`src/hdl/cstsio_pkg.sv`:
```
package cstsio_pkg;

  // Register byte offsets on the bus
  localparam logic [3:0] CSTSIO_OFS_CTRL = 4'h0;
  localparam logic [3:0] CSTSIO_OFS_DATA = 4'h4;
  localparam logic [3:0] CSTSIO_OFS_STAT = 4'h8;
  localparam logic [3:0] CSTSIO_OFS_IDLE = 4'hC;
  localparam int CSTSIO_AW = 4;

  // Control register fields
  localparam int CSTSIO_CTRL_START = 7;
  localparam int CSTSIO_CTRL_ABORT = 6;
  localparam int CSTSIO_CTRL_MODE_HI = 5;
  localparam int CSTSIO_CTRL_MODE_LO = 4;
  localparam int CSTSIO_CTRL_ONE = 3;
  localparam int CSTSIO_CTRL_SCK_HI = 2;
  localparam logic [2:0] CSTSIO_SCK_EXT = 3'h7;
  localparam logic [2:0] CSTSIO_SCK_RST = 3'h0;

  // Transfer modes
  localparam logic [1:0] CSTSIO_MODE_TX = 2'h0;
  localparam logic [1:0] CSTSIO_MODE_TXRX = 2'h2;
  localparam logic [1:0] CSTSIO_MODE_RX = 2'h3;

  // Status fields, fixed ones elsewhere
  localparam int CSTSIO_STAT_XFER = 3;
  localparam int CSTSIO_STAT_SHIFT = 2;
  localparam logic [7:0] CSTSIO_STAT_ONES = 8'hF3;

  // Idle control fields
  localparam int CSTSIO_IDLE_RUN = 6;
  localparam int CSTSIO_IDLE_SPARE = 0;
  localparam logic [7:0] CSTSIO_IDLE_ONES = 8'hBE;

  // Serial clock: half period of select 0, doubled per step
  localparam int CSTSIO_CLK_MHZ = 100;
  localparam int CSTSIO_HALF_NS = 80;
  localparam int CSTSIO_HALF_CYC = (CSTSIO_HALF_NS * CSTSIO_CLK_MHZ) / 1000;
  localparam int CSTSIO_DIV_W = 12;

  localparam int CSTSIO_BITS = 8;

  typedef enum logic [1:0] {
    CSTSIO_ST_IDLE,
    CSTSIO_ST_RUN,
    CSTSIO_ST_WAIT
  } cstsio_state_t;

endpackage : cstsio_pkg

```
`src/hdl/cstsio_div.sv`:
```
`timescale 1ns/100ps
module cstsio_div
  import cstsio_pkg::*;
#(
  parameter int DW = CSTSIO_DIV_W,
  parameter int BASE = CSTSIO_HALF_CYC
) (
  // Clock and reset
  input wire logic clk,
  input wire logic resetn,
  // Rate select and run gate
  input wire logic [2:0] sel,
  input wire logic run,
  // Half-period enable pulse
  output logic tick
);
  logic [DW-1:0] cnt_q;
  logic [DW-1:0] limit;

  assign limit = DW'((BASE << sel) - 1);

  // Restart on every stop so the first half period is full length
  always_ff @(posedge clk or negedge resetn)
  begin
    if (!resetn)
      cnt_q <= '0;
    else if (!run || cnt_q >= limit)
      cnt_q <= '0;
    else
      cnt_q <= cnt_q + 1'b1;
  end

  assign tick = run && (cnt_q >= limit);
endmodule : cstsio_div

```
`src/hdl/cstsio_sync.sv`:
```
`timescale 1ns/100ps
module cstsio_sync #(
  parameter int W = 2
) (
  // Clock and reset
  input wire logic clk,
  input wire logic resetn,
  // Levels in and out
  input wire logic [W-1:0] async_i,
  output logic [W-1:0] sync_o
);
  logic [W-1:0] meta_q;

  // Each pin gets its own two-stage chain
  for (genvar i = 0; i < W; i++)
  begin : g_bit
    always_ff @(posedge clk or negedge resetn)
    begin
      if (!resetn)
      begin
        meta_q[i] <= 1'b1;
        sync_o[i] <= 1'b1;
      end
      else
      begin
        meta_q[i] <= async_i[i];
        sync_o[i] <= meta_q[i];
      end
    end
  end
endmodule : cstsio_sync

```
`src/hdl/cstsio_top.sv`:
```
// The implementer's own choices: the placing of the registers and the Avalon-MM interface to the registers.
`timescale 1ns/100ps
// Operation
// - Status bit 3 shows transfer in progress
// - Status bit 2 shows shifting in progress
// - Idle bit 6 keeps unit running in idle
// - Clock select 111 picks external clock
// - Internal clock: seven rates driven on pin
// - Internal clock: pin high at transfer start
// - Internal clock: stall until software catches up
// - External clock: far party's pin clock shifts
// - Transmit bit changes on falling pin edge
// - Receive samples on rising pin edge
// - Mode field picks transmit, receive or both
// - Data loaded first; start moves it to shifter
// - Eight bits out, least significant first
// - Buffer load empties buffer, raises interrupt in transmit-only mode
// - Internal clock: no data, clock waits
// - Previous last bit held until first fall
// - Start cleared: finish data, then flag clears
// - Abort set: stop at once, flag clears
// - External clock: late refill sends dummy byte
// - Data reads return receive store only
module cstsio_top
  import cstsio_pkg::*;
(
  // Clock and reset
  input wire logic clk,
  input wire logic resetn,
  // Avalon-MM slave
  input wire logic [CSTSIO_AW-1:0] avs_address,
  input wire logic avs_read,
  input wire logic avs_write,
  input wire logic [31:0] avs_writedata,
  output logic [31:0] avs_readdata,
  output logic avs_waitrequest,
  // Chip low-power state
  input wire logic chip_idle,
  // Serial pins
  input wire logic serial_clock_pin_i,
  output logic serial_clock_pin_o,
  output logic serial_clock_pin_oe,
  output logic serial_data_out_pin,
  input wire logic serial_data_in_pin,
  // Event to the processor
  output logic transfer_interrupt
);

  cstsio_state_t state_q;
  logic ack_q;
  logic req;
  logic wr_en;
  logic rd_en;
  logic transfer_start_bit_q;
  logic forced_abort_bit_q;
  logic [1:0] transfer_mode_select_q;
  logic [2:0] sck_sel_q;
  logic idle_run_enable_q;
  logic idle_spare_q;
  logic [7:0] tx_buf_q;
  logic tx_full_q;
  logic [7:0] rx_buf_q;
  logic rx_full_q;
  logic [7:0] tx_sh_q;
  logic [7:0] rx_sh_q;
  logic [2:0] bit_q;
  logic dummy_q;
  logic sck_q;
  logic sdo_q;
  logic irq_q;
  logic sck_prev_q;
  logic [1:0] pins_s;
  logic sck_s;
  logic sdi_s;
  logic tick;
  logic ext_clk;
  logic unit_run;
  logic fall;
  logic rise;
  logic last_rise;
  logic uses_tx;
  logic uses_rx;
  logic can_go;
  logic wr_ctrl;
  logic wr_data;
  logic rd_data;
  logic start_req;
  logic load_tx;
  logic rx_done;

  // Bus handshake: one wait cycle, then the answer
  assign req = avs_read || avs_write;
  assign avs_waitrequest = req && !ack_q;
  assign wr_en = avs_write && ack_q;
  assign rd_en = avs_read && ack_q;
  assign wr_ctrl = wr_en && (avs_address == CSTSIO_OFS_CTRL);
  assign wr_data = wr_en && (avs_address == CSTSIO_OFS_DATA);
  assign rd_data = rd_en && (avs_address == CSTSIO_OFS_DATA);

  always_ff @(posedge clk or negedge resetn)
  begin
    if (!resetn)
      ack_q <= 1'b0;
    else
      ack_q <= req && !ack_q;
  end

  // Read data settles during the wait cycle
  always_ff @(posedge clk or negedge resetn)
  begin
    if (!resetn)
      avs_readdata <= '0;
    else if (req && !ack_q)
    begin
      avs_readdata <= '0;
      case (avs_address)
        CSTSIO_OFS_CTRL:
          avs_readdata[7:0] <= {transfer_start_bit_q, forced_abort_bit_q,
                                transfer_mode_select_q, 1'b1, sck_sel_q};
        CSTSIO_OFS_DATA:
          avs_readdata[7:0] <= rx_buf_q;
        CSTSIO_OFS_STAT:
        begin
          avs_readdata[7:0] <= CSTSIO_STAT_ONES;
          avs_readdata[CSTSIO_STAT_XFER] <= state_q != CSTSIO_ST_IDLE;
          avs_readdata[CSTSIO_STAT_SHIFT] <= state_q == CSTSIO_ST_RUN;
        end
        CSTSIO_OFS_IDLE:
        begin
          avs_readdata[7:0] <= CSTSIO_IDLE_ONES;
          avs_readdata[CSTSIO_IDLE_RUN] <= idle_run_enable_q;
          avs_readdata[CSTSIO_IDLE_SPARE] <= idle_spare_q;
        end
        default:
          avs_readdata <= '0;
      endcase
    end
  end

  // Control register
  always_ff @(posedge clk or negedge resetn)
  begin
    if (!resetn)
    begin
      transfer_start_bit_q <= 1'b0;
      forced_abort_bit_q <= 1'b0;
      transfer_mode_select_q <= CSTSIO_MODE_TX;
      sck_sel_q <= CSTSIO_SCK_RST;
    end
    else if (wr_ctrl)
    begin
      transfer_start_bit_q <= avs_writedata[CSTSIO_CTRL_START];
      forced_abort_bit_q <= avs_writedata[CSTSIO_CTRL_ABORT];
      transfer_mode_select_q <=
        avs_writedata[CSTSIO_CTRL_MODE_HI:CSTSIO_CTRL_MODE_LO];
      sck_sel_q <= avs_writedata[CSTSIO_CTRL_SCK_HI:0];
    end
  end

  // Idle control register
  always_ff @(posedge clk or negedge resetn)
  begin
    if (!resetn)
    begin
      idle_run_enable_q <= 1'b0;
      idle_spare_q <= 1'b0;
    end
    else if (wr_en && (avs_address == CSTSIO_OFS_IDLE))
    begin
      idle_run_enable_q <= avs_writedata[CSTSIO_IDLE_RUN];
      idle_spare_q <= avs_writedata[CSTSIO_IDLE_SPARE];
    end
  end

  // Whole shift path freezes in idle unless allowed
  assign unit_run = !chip_idle || idle_run_enable_q;
  assign ext_clk = sck_sel_q == CSTSIO_SCK_EXT;
  assign uses_tx = transfer_mode_select_q != CSTSIO_MODE_RX;
  assign uses_rx = transfer_mode_select_q == CSTSIO_MODE_RX ||
                   transfer_mode_select_q == CSTSIO_MODE_TXRX;

  cstsio_sync #(
    .W(2)
  ) u_sync (
    .clk(clk),
    .resetn(resetn),
    .async_i({serial_data_in_pin, serial_clock_pin_i}),
    .sync_o(pins_s)
  );
  assign sck_s = pins_s[0];
  assign sdi_s = pins_s[1];

  cstsio_div u_div (
    .clk(clk),
    .resetn(resetn),
    .sel(sck_sel_q),
    .run(unit_run && !ext_clk && state_q == CSTSIO_ST_RUN),
    .tick(tick)
  );

  always_ff @(posedge clk or negedge resetn)
  begin
    if (!resetn)
      sck_prev_q <= 1'b1;
    else
      sck_prev_q <= sck_s;
  end

  // Edges from our own divider or from the far party's pin
  always_comb
  begin
    fall = 1'b0;
    rise = 1'b0;
    if (unit_run && state_q == CSTSIO_ST_RUN)
    begin
      if (ext_clk)
      begin
        fall = sck_prev_q && !sck_s;
        rise = !sck_prev_q && sck_s;
      end
      else
      begin
        fall = tick && sck_q;
        rise = tick && !sck_q;
      end
    end
  end

  assign last_rise = rise && (bit_q == 3'(CSTSIO_BITS - 1));

  // Internal clock: continue only once software has caught up
  always_comb
  begin
    can_go = 1'b1;
    if (uses_tx && !tx_full_q)
      can_go = 1'b0;
    if (uses_rx && rx_full_q)
      can_go = 1'b0;
  end

  assign start_req = wr_ctrl && avs_writedata[CSTSIO_CTRL_START] &&
                     !avs_writedata[CSTSIO_CTRL_ABORT] &&
                     state_q == CSTSIO_ST_IDLE;
  assign rx_done = last_rise && uses_rx;

  // Buffer moves into the shifter at start of each byte
  always_comb
  begin
    load_tx = 1'b0;
    if (uses_tx && tx_full_q && transfer_start_bit_q && unit_run)
    begin
      if (state_q == CSTSIO_ST_WAIT && (ext_clk || can_go))
        load_tx = 1'b1;
      if (last_rise)
        load_tx = 1'b1;
    end
  end

  // Transfer sequencer
  always_ff @(posedge clk or negedge resetn)
  begin
    if (!resetn)
    begin
      state_q <= CSTSIO_ST_IDLE;
      dummy_q <= 1'b0;
    end
    else if (wr_ctrl && avs_writedata[CSTSIO_CTRL_ABORT])
    begin
      state_q <= CSTSIO_ST_IDLE;
      dummy_q <= 1'b0;
    end
    else
    begin
      case (state_q)
        CSTSIO_ST_IDLE:
        begin
          dummy_q <= 1'b0;
          if (start_req)
            state_q <= CSTSIO_ST_WAIT;
        end
        CSTSIO_ST_WAIT:
        begin
          if (!transfer_start_bit_q)
            state_q <= CSTSIO_ST_IDLE;
          else if (unit_run && (can_go || (ext_clk && !uses_tx)))
            state_q <= CSTSIO_ST_RUN;
          else if (unit_run && ext_clk && load_tx)
            state_q <= CSTSIO_ST_RUN;
        end
        CSTSIO_ST_RUN:
        begin
          if (last_rise)
          begin
            if (!transfer_start_bit_q || dummy_q)
              state_q <= CSTSIO_ST_IDLE;
            else if (ext_clk)
            begin
              // Late refill: one dummy byte, then stop
              if (uses_tx && !tx_full_q)
                dummy_q <= 1'b1;
            end
            else if (!load_tx || (uses_rx && rx_full_q))
              state_q <= CSTSIO_ST_WAIT;
          end
        end
        default:
          state_q <= CSTSIO_ST_IDLE;
      endcase
    end
  end

  // Bit counter advances on each receive-side edge
  always_ff @(posedge clk or negedge resetn)
  begin
    if (!resetn)
      bit_q <= '0;
    else if (state_q == CSTSIO_ST_IDLE)
      bit_q <= '0;
    else if (rise)
      bit_q <= bit_q + 1'b1;
  end

  // Internal serial clock: high at start and while stalled
  always_ff @(posedge clk or negedge resetn)
  begin
    if (!resetn)
      sck_q <= 1'b1;
    else if (state_q != CSTSIO_ST_RUN)
      sck_q <= 1'b1;
    else if (fall || rise)
      sck_q <= !sck_q;
  end

  assign serial_clock_pin_o = sck_q;
  assign serial_clock_pin_oe = !ext_clk;

  // Transmit buffer; a write landing with a load keeps it full
  always_ff @(posedge clk or negedge resetn)
  begin
    if (!resetn)
    begin
      tx_buf_q <= '0;
      tx_full_q <= 1'b0;
    end
    else if (wr_data)
    begin
      tx_buf_q <= avs_writedata[7:0];
      tx_full_q <= 1'b1;
    end
    else if (load_tx)
      tx_full_q <= 1'b0;
  end

  // Shifter loads; the pin keeps its old bit until the first fall
  always_ff @(posedge clk or negedge resetn)
  begin
    if (!resetn)
      tx_sh_q <= '0;
    else if (load_tx)
      tx_sh_q <= tx_buf_q;
  end

  // Bit index picks the next bit, lowest first
  always_ff @(posedge clk or negedge resetn)
  begin
    if (!resetn)
      sdo_q <= 1'b1;
    else if (fall && uses_tx)
      sdo_q <= tx_sh_q[bit_q];
  end

  assign serial_data_out_pin = sdo_q;

  // Receive shifter, lowest bit arrives first
  always_ff @(posedge clk or negedge resetn)
  begin
    if (!resetn)
      rx_sh_q <= '0;
    else if (rise && uses_rx)
      rx_sh_q <= {sdi_s, rx_sh_q[7:1]};
  end

  // Receive store; a completed byte wins over a same-cycle read
  always_ff @(posedge clk or negedge resetn)
  begin
    if (!resetn)
    begin
      rx_buf_q <= '0;
      rx_full_q <= 1'b0;
    end
    else if (rx_done)
    begin
      rx_buf_q <= {sdi_s, rx_sh_q[7:1]};
      rx_full_q <= 1'b1;
    end
    else if (rd_data)
      rx_full_q <= 1'b0;
  end

  // One-cycle event: buffer empty in transmit, byte in otherwise
  always_ff @(posedge clk or negedge resetn)
  begin
    if (!resetn)
      irq_q <= 1'b0;
    else if (uses_rx)
      irq_q <= rx_done;
    else
      irq_q <= load_tx;
  end

  assign transfer_interrupt = irq_q;

endmodule : cstsio_top

```
`config.mk`:
```
export PLATFORM = sky130hd
export DESIGN_NAME = cstsio_top
export DESIGN_NICKNAME = d
export VERILOG_FILES = /design/src/hdl/cstsio_pkg.sv /design/src/hdl/cstsio_div.sv /design/src/hdl/cstsio_sync.sv /design/src/hdl/cstsio_top.sv
export SDC_FILE = /design/constraint.sdc
export NUM_CORES = 1
export LEC_CHECK = 0
export ABC_CLOCK_PERIOD_IN_PS = 3500
export BUFFER_PORTS_ARGS = -buffer_cell sky130_fd_sc_hd__clkbuf_2
export CORE_MARGIN = 5
export CORE_UTILIZATION = 55
export CTS_CLUSTER_SIZE = 25
export DETAILED_ROUTE_END_ITERATION = 12
export PLACE_DENSITY = 0.8
export SYNTH_ARGS = -nofsm -noshare
export SYNTH_HDL_FRONTEND = slang
export SYNTH_SLANG_ARGS = --single-unit
```
`constraint.sdc`:
```
create_clock -name clk -period 3.5 [get_ports clk]
set_clock_uncertainty 0.15 [all_clocks]
set_input_delay 0.525 -clock clk [delete_from_list [all_inputs] [get_ports clk]]
set_output_delay 0.525 -clock clk [all_outputs]
set_load 0.005 [all_outputs]
```
==> results.json <==
{
  "drt_iter0_drc": 124,
  "nets": 441,
  "dr.pass1.iters": 6,
  "place_congestion": 0.782,
  "wl_per_cell_um": 15.5,
  "setup_violations": 0,
  "synth-seq-area-share": 0.485,
  "postRouteAntennaNets": 0,
  "yosysMostFrequentCell": "dfrtp_1",
  "ys_top_cells_by_count": "70 x dfrtp_1, 30 x nand2_1, 26 x nor2_1, 24 x buf_4",
  "fmax_ghz": 0.316,
  "crit_required_ps": 3580,
  "grt_usage": 0.183,
  "power.share.sequential": 0.499,
  "antenna_found_initial": 0,
  "grt_pass1_vias": 2628,
  "max_cap_violations": 0,
  "dieArea_mm2": 0.00907,
  "dpl.hpwl_um": 5500,
  "post-route-cell-area_mm2": 0.00439,
  "post_cts_resized": 0,
  "avgSynthCellArea_um2": 11.5,
  "clkPwrFrac": 0.357,
  "worstRegToRegCells": 9,
  "cts_tree": "yes",
  "comb_power_share": 0.143,
  "yosysTopAreaCell": "dfrtp_1",
  "period_share": 0.904,
  "min-delay-start": "serial_data_in_pin",
  "initial_core_util": 0.557,
  "dpl.cell_count": 474,
  "synthTopCellsByArea": "dfrtp_1 44%, mux2_4 8.6%, mux2_2 5.6%",
  "intPower_mw": 1.51,
  "reg2reg_slack_ps": 340,
  "chipWidth_um": 95.2,
  "final-seq-area_mm2": 0.00194,
  "syn-cell-area_mm2": 0.00399,
  "routed_wl_um": 7570,
  "coreArea_mm2": 0.00718,
  "clk_pin_slew_ps": 80,
  "critPathCaptureType": "register",
  "port_buffers": 31,
  "multi_input_area_mm2": 0.00185,
  "clk_latency_ps": 350,
  "slew_headroom": 0.369,
  "drcViolationCount": 0,
  "fill_cells": 568,
  "worstPathArrival_ps": 3250,
  "grt_max_degree": 78,
  "finish.utilization": 0.612,
  "grt_pass1_wl_um": 12800,
  "critPathKind": "register to register",
  "powerDensity_mw_per_mm2": 476,
  "totalNegativeSetupSlack_ps": 0,
  "num_rows": 31,
  "io_pins": 80,
  "cts_hold_buffers": 0,
  "worst_slew_pin_slew_ps": 947,
  "yosys_most_used_dff": "dfrtp_1",
  "clockBufferDepth": 2,
  "synth-edff-count": 0,
  "holdCritPathClass": "input pin to register",
  "path_max_fanout": 10,
  "die-height_um": 95.2,
  "synth.distinct_cells": 51,
  "cts_setup_buffers": 0,
  "gr-total-overflow": 0,
  "numCtsBuffers": 9,
  "area_growth_pct": 9.87,
  "p_sw_uw": 582,
  "hold_path_end": "u_sync.meta_q[1]",
  "switching_share": 0.279,
  "status": "completed",
  "irDropWorstVdd_mv": 0.316,
  "whs_path_depth": 1,
  "root_buffer": "clkbuf_8",
  "r2r-start": "sck_sel_q[2]",
  "synthCells": 348,
  "ys_ff_latch": 77,
  "antenna_cells": 0,
  "finalNonFillerCells": 490,
  "synth_top_area_frac": 0.439,
  "fin_crit_ps": 3160,
  "critical_path.startpoint_type": "register",
  "ys_async_sr_fraction": 1.00,
  "h-tree-depth": 3,
  "r2r-end": "rx_sh_q[1]",
  "report.final.slew_viol_count": 0,
  "place_area_mm2": 0.00417,
  "vias_per_cell": 5.33,
  "cts_sinks": 77,
  "yosys_warnings": 0,
  "vias": 2613,
  "drive_above_1_share": 0.294,
  "p_leak_nw": 2.10,
  "rsz0062_at_grt": "false",
  "timing_hold_violations_final": 0
}
==> worst max-delay path, cell delays in order (launching register included) <==
cell and delay (ps):
dfrtp_1 490, and3_4 320, inv_2 100, ha_1 300, nand4_1 140, nor4_2 450, o41ai_4 170, a21oi_2 300
and2_4 310, mux2_4 320
==> logic make-up after synthesis <==
| logic type | after synthesis | synth area share |
|---|---|---|
| xor gates and xnor gates | 12 | 0.0263 |
| AOI/OAI and AO/OA | 63 | 0.113 |
| buffers and inverters | 47 | 0.0742 |
| and+or+nand+nor | 89 | 0.106 |
| other | 2 | 0.00188 |
| muxes | 46 | 0.157 |
| adders and majority gates | 12 | 0.0376 |
| DFF | 77 | 0.485 |
==> area by class of cell <==
type	count	share of cell area
flip-flops and latches	77	0.441
well taps	99	0.0282
inverters	12	0.0103
clock inverters	6	0.0214
clock buffers	10	0.0291
repair buffers	38	0.0479
multi-input cells	248	0.422
==> per-stage QoR <==
stage	hold WS (ps)	setup WS, ps	total power [mW]
2_1_floorplan	79.4	636	1.26
3_3_place_gp	198	433	1.34
3_5_place_dp	198	350	1.36
4_1_cts	96.0	337	2.10
5_1_grt	93.8	171	2.20
6_report	105	338	2.09
==> flip-flops by register name, summed over array words and instances, names as in the netlist, 3 cells and up <==
| register | count |
|---|---|
| avs_readdata | 8 |
| rx_buf_q | 8 |
| tx_buf_q | 8 |
| sck_sel_q | 3 |
| bit_q | 3 |
| u_div.cnt_q | 12 |
| rx_sh_q | 7 |
| tx_sh_q | 8 |
==> worst max-delay path by stage <==
stage | startpoint | cells after the start | endpoint
floorplan | sck_sel_q[2] | 11 | rx_sh_q[1]
global placement | sck_sel_q[2] | 9 | rx_sh_q[5]
detailed placement | sck_sel_q[2] | 9 | rx_sh_q[4]
CTS | sck_sel_q[2] | 9 | rx_sh_q[1]
global route | sck_sel_q[2] | 10 | tx_sh_q[3]
finish | sck_sel_q[2] | 9 | rx_sh_q[1]
==> per-layer routing <==
metal	global-route usage	routed length, um	up-vias	share of wire
li1	-	-	1243	-
met1	0.239	3340	1279	0.44
met2	0.297	3680	77	0.49
met3	0.0426	407	14	0.054
met4	0.0709	149	0	0.020
met5	0	0	-	0
==> placed cells by master, fill, tap and decap left out, drive strengths merged, types with 3 or more instances in the layout <==
master / netlist / layout
a2111oi: 3 / 3
a21boi: 3 / 3
a21o: 5 / 5
a21oi: 11 / 11
and3: 5 / 5
buf: 28 / 8
clkbuf: 7 / 40
conb: 2 / 26
dfrtp: 70 / 70
dfstp: 7 / 7
ha: 12 / 12
inv: 12 / 14
mux2: 43 / 43
nand2: 30 / 30
nand2b: 6 / 6
nand3: 8 / 8
nand4: 3 / 3
nor2: 26 / 26
nor3: 4 / 4
o21ai: 23 / 23
o221ai: 3 / 3
xnor2: 6 / 6
xor2: 6 / 6
==> power groups by stage <==
| stage | registers (mW) | logic (mW) | clock network [mW] |
|---|---|---|---|
| finish | 1.04 | 0.300 | 0.747 |
| global placement | 1.05 | 0.288 | 0 |
| CTS | 1.04 | 0.302 | 0.757 |
| global route | 1.05 | 0.343 | 0.802 |
| floorplan | 1.03 | 0.232 | 0 |
| detailed placement | 1.06 | 0.300 | 0 |
Note: power is estimated with default switching activity, not from simulation.
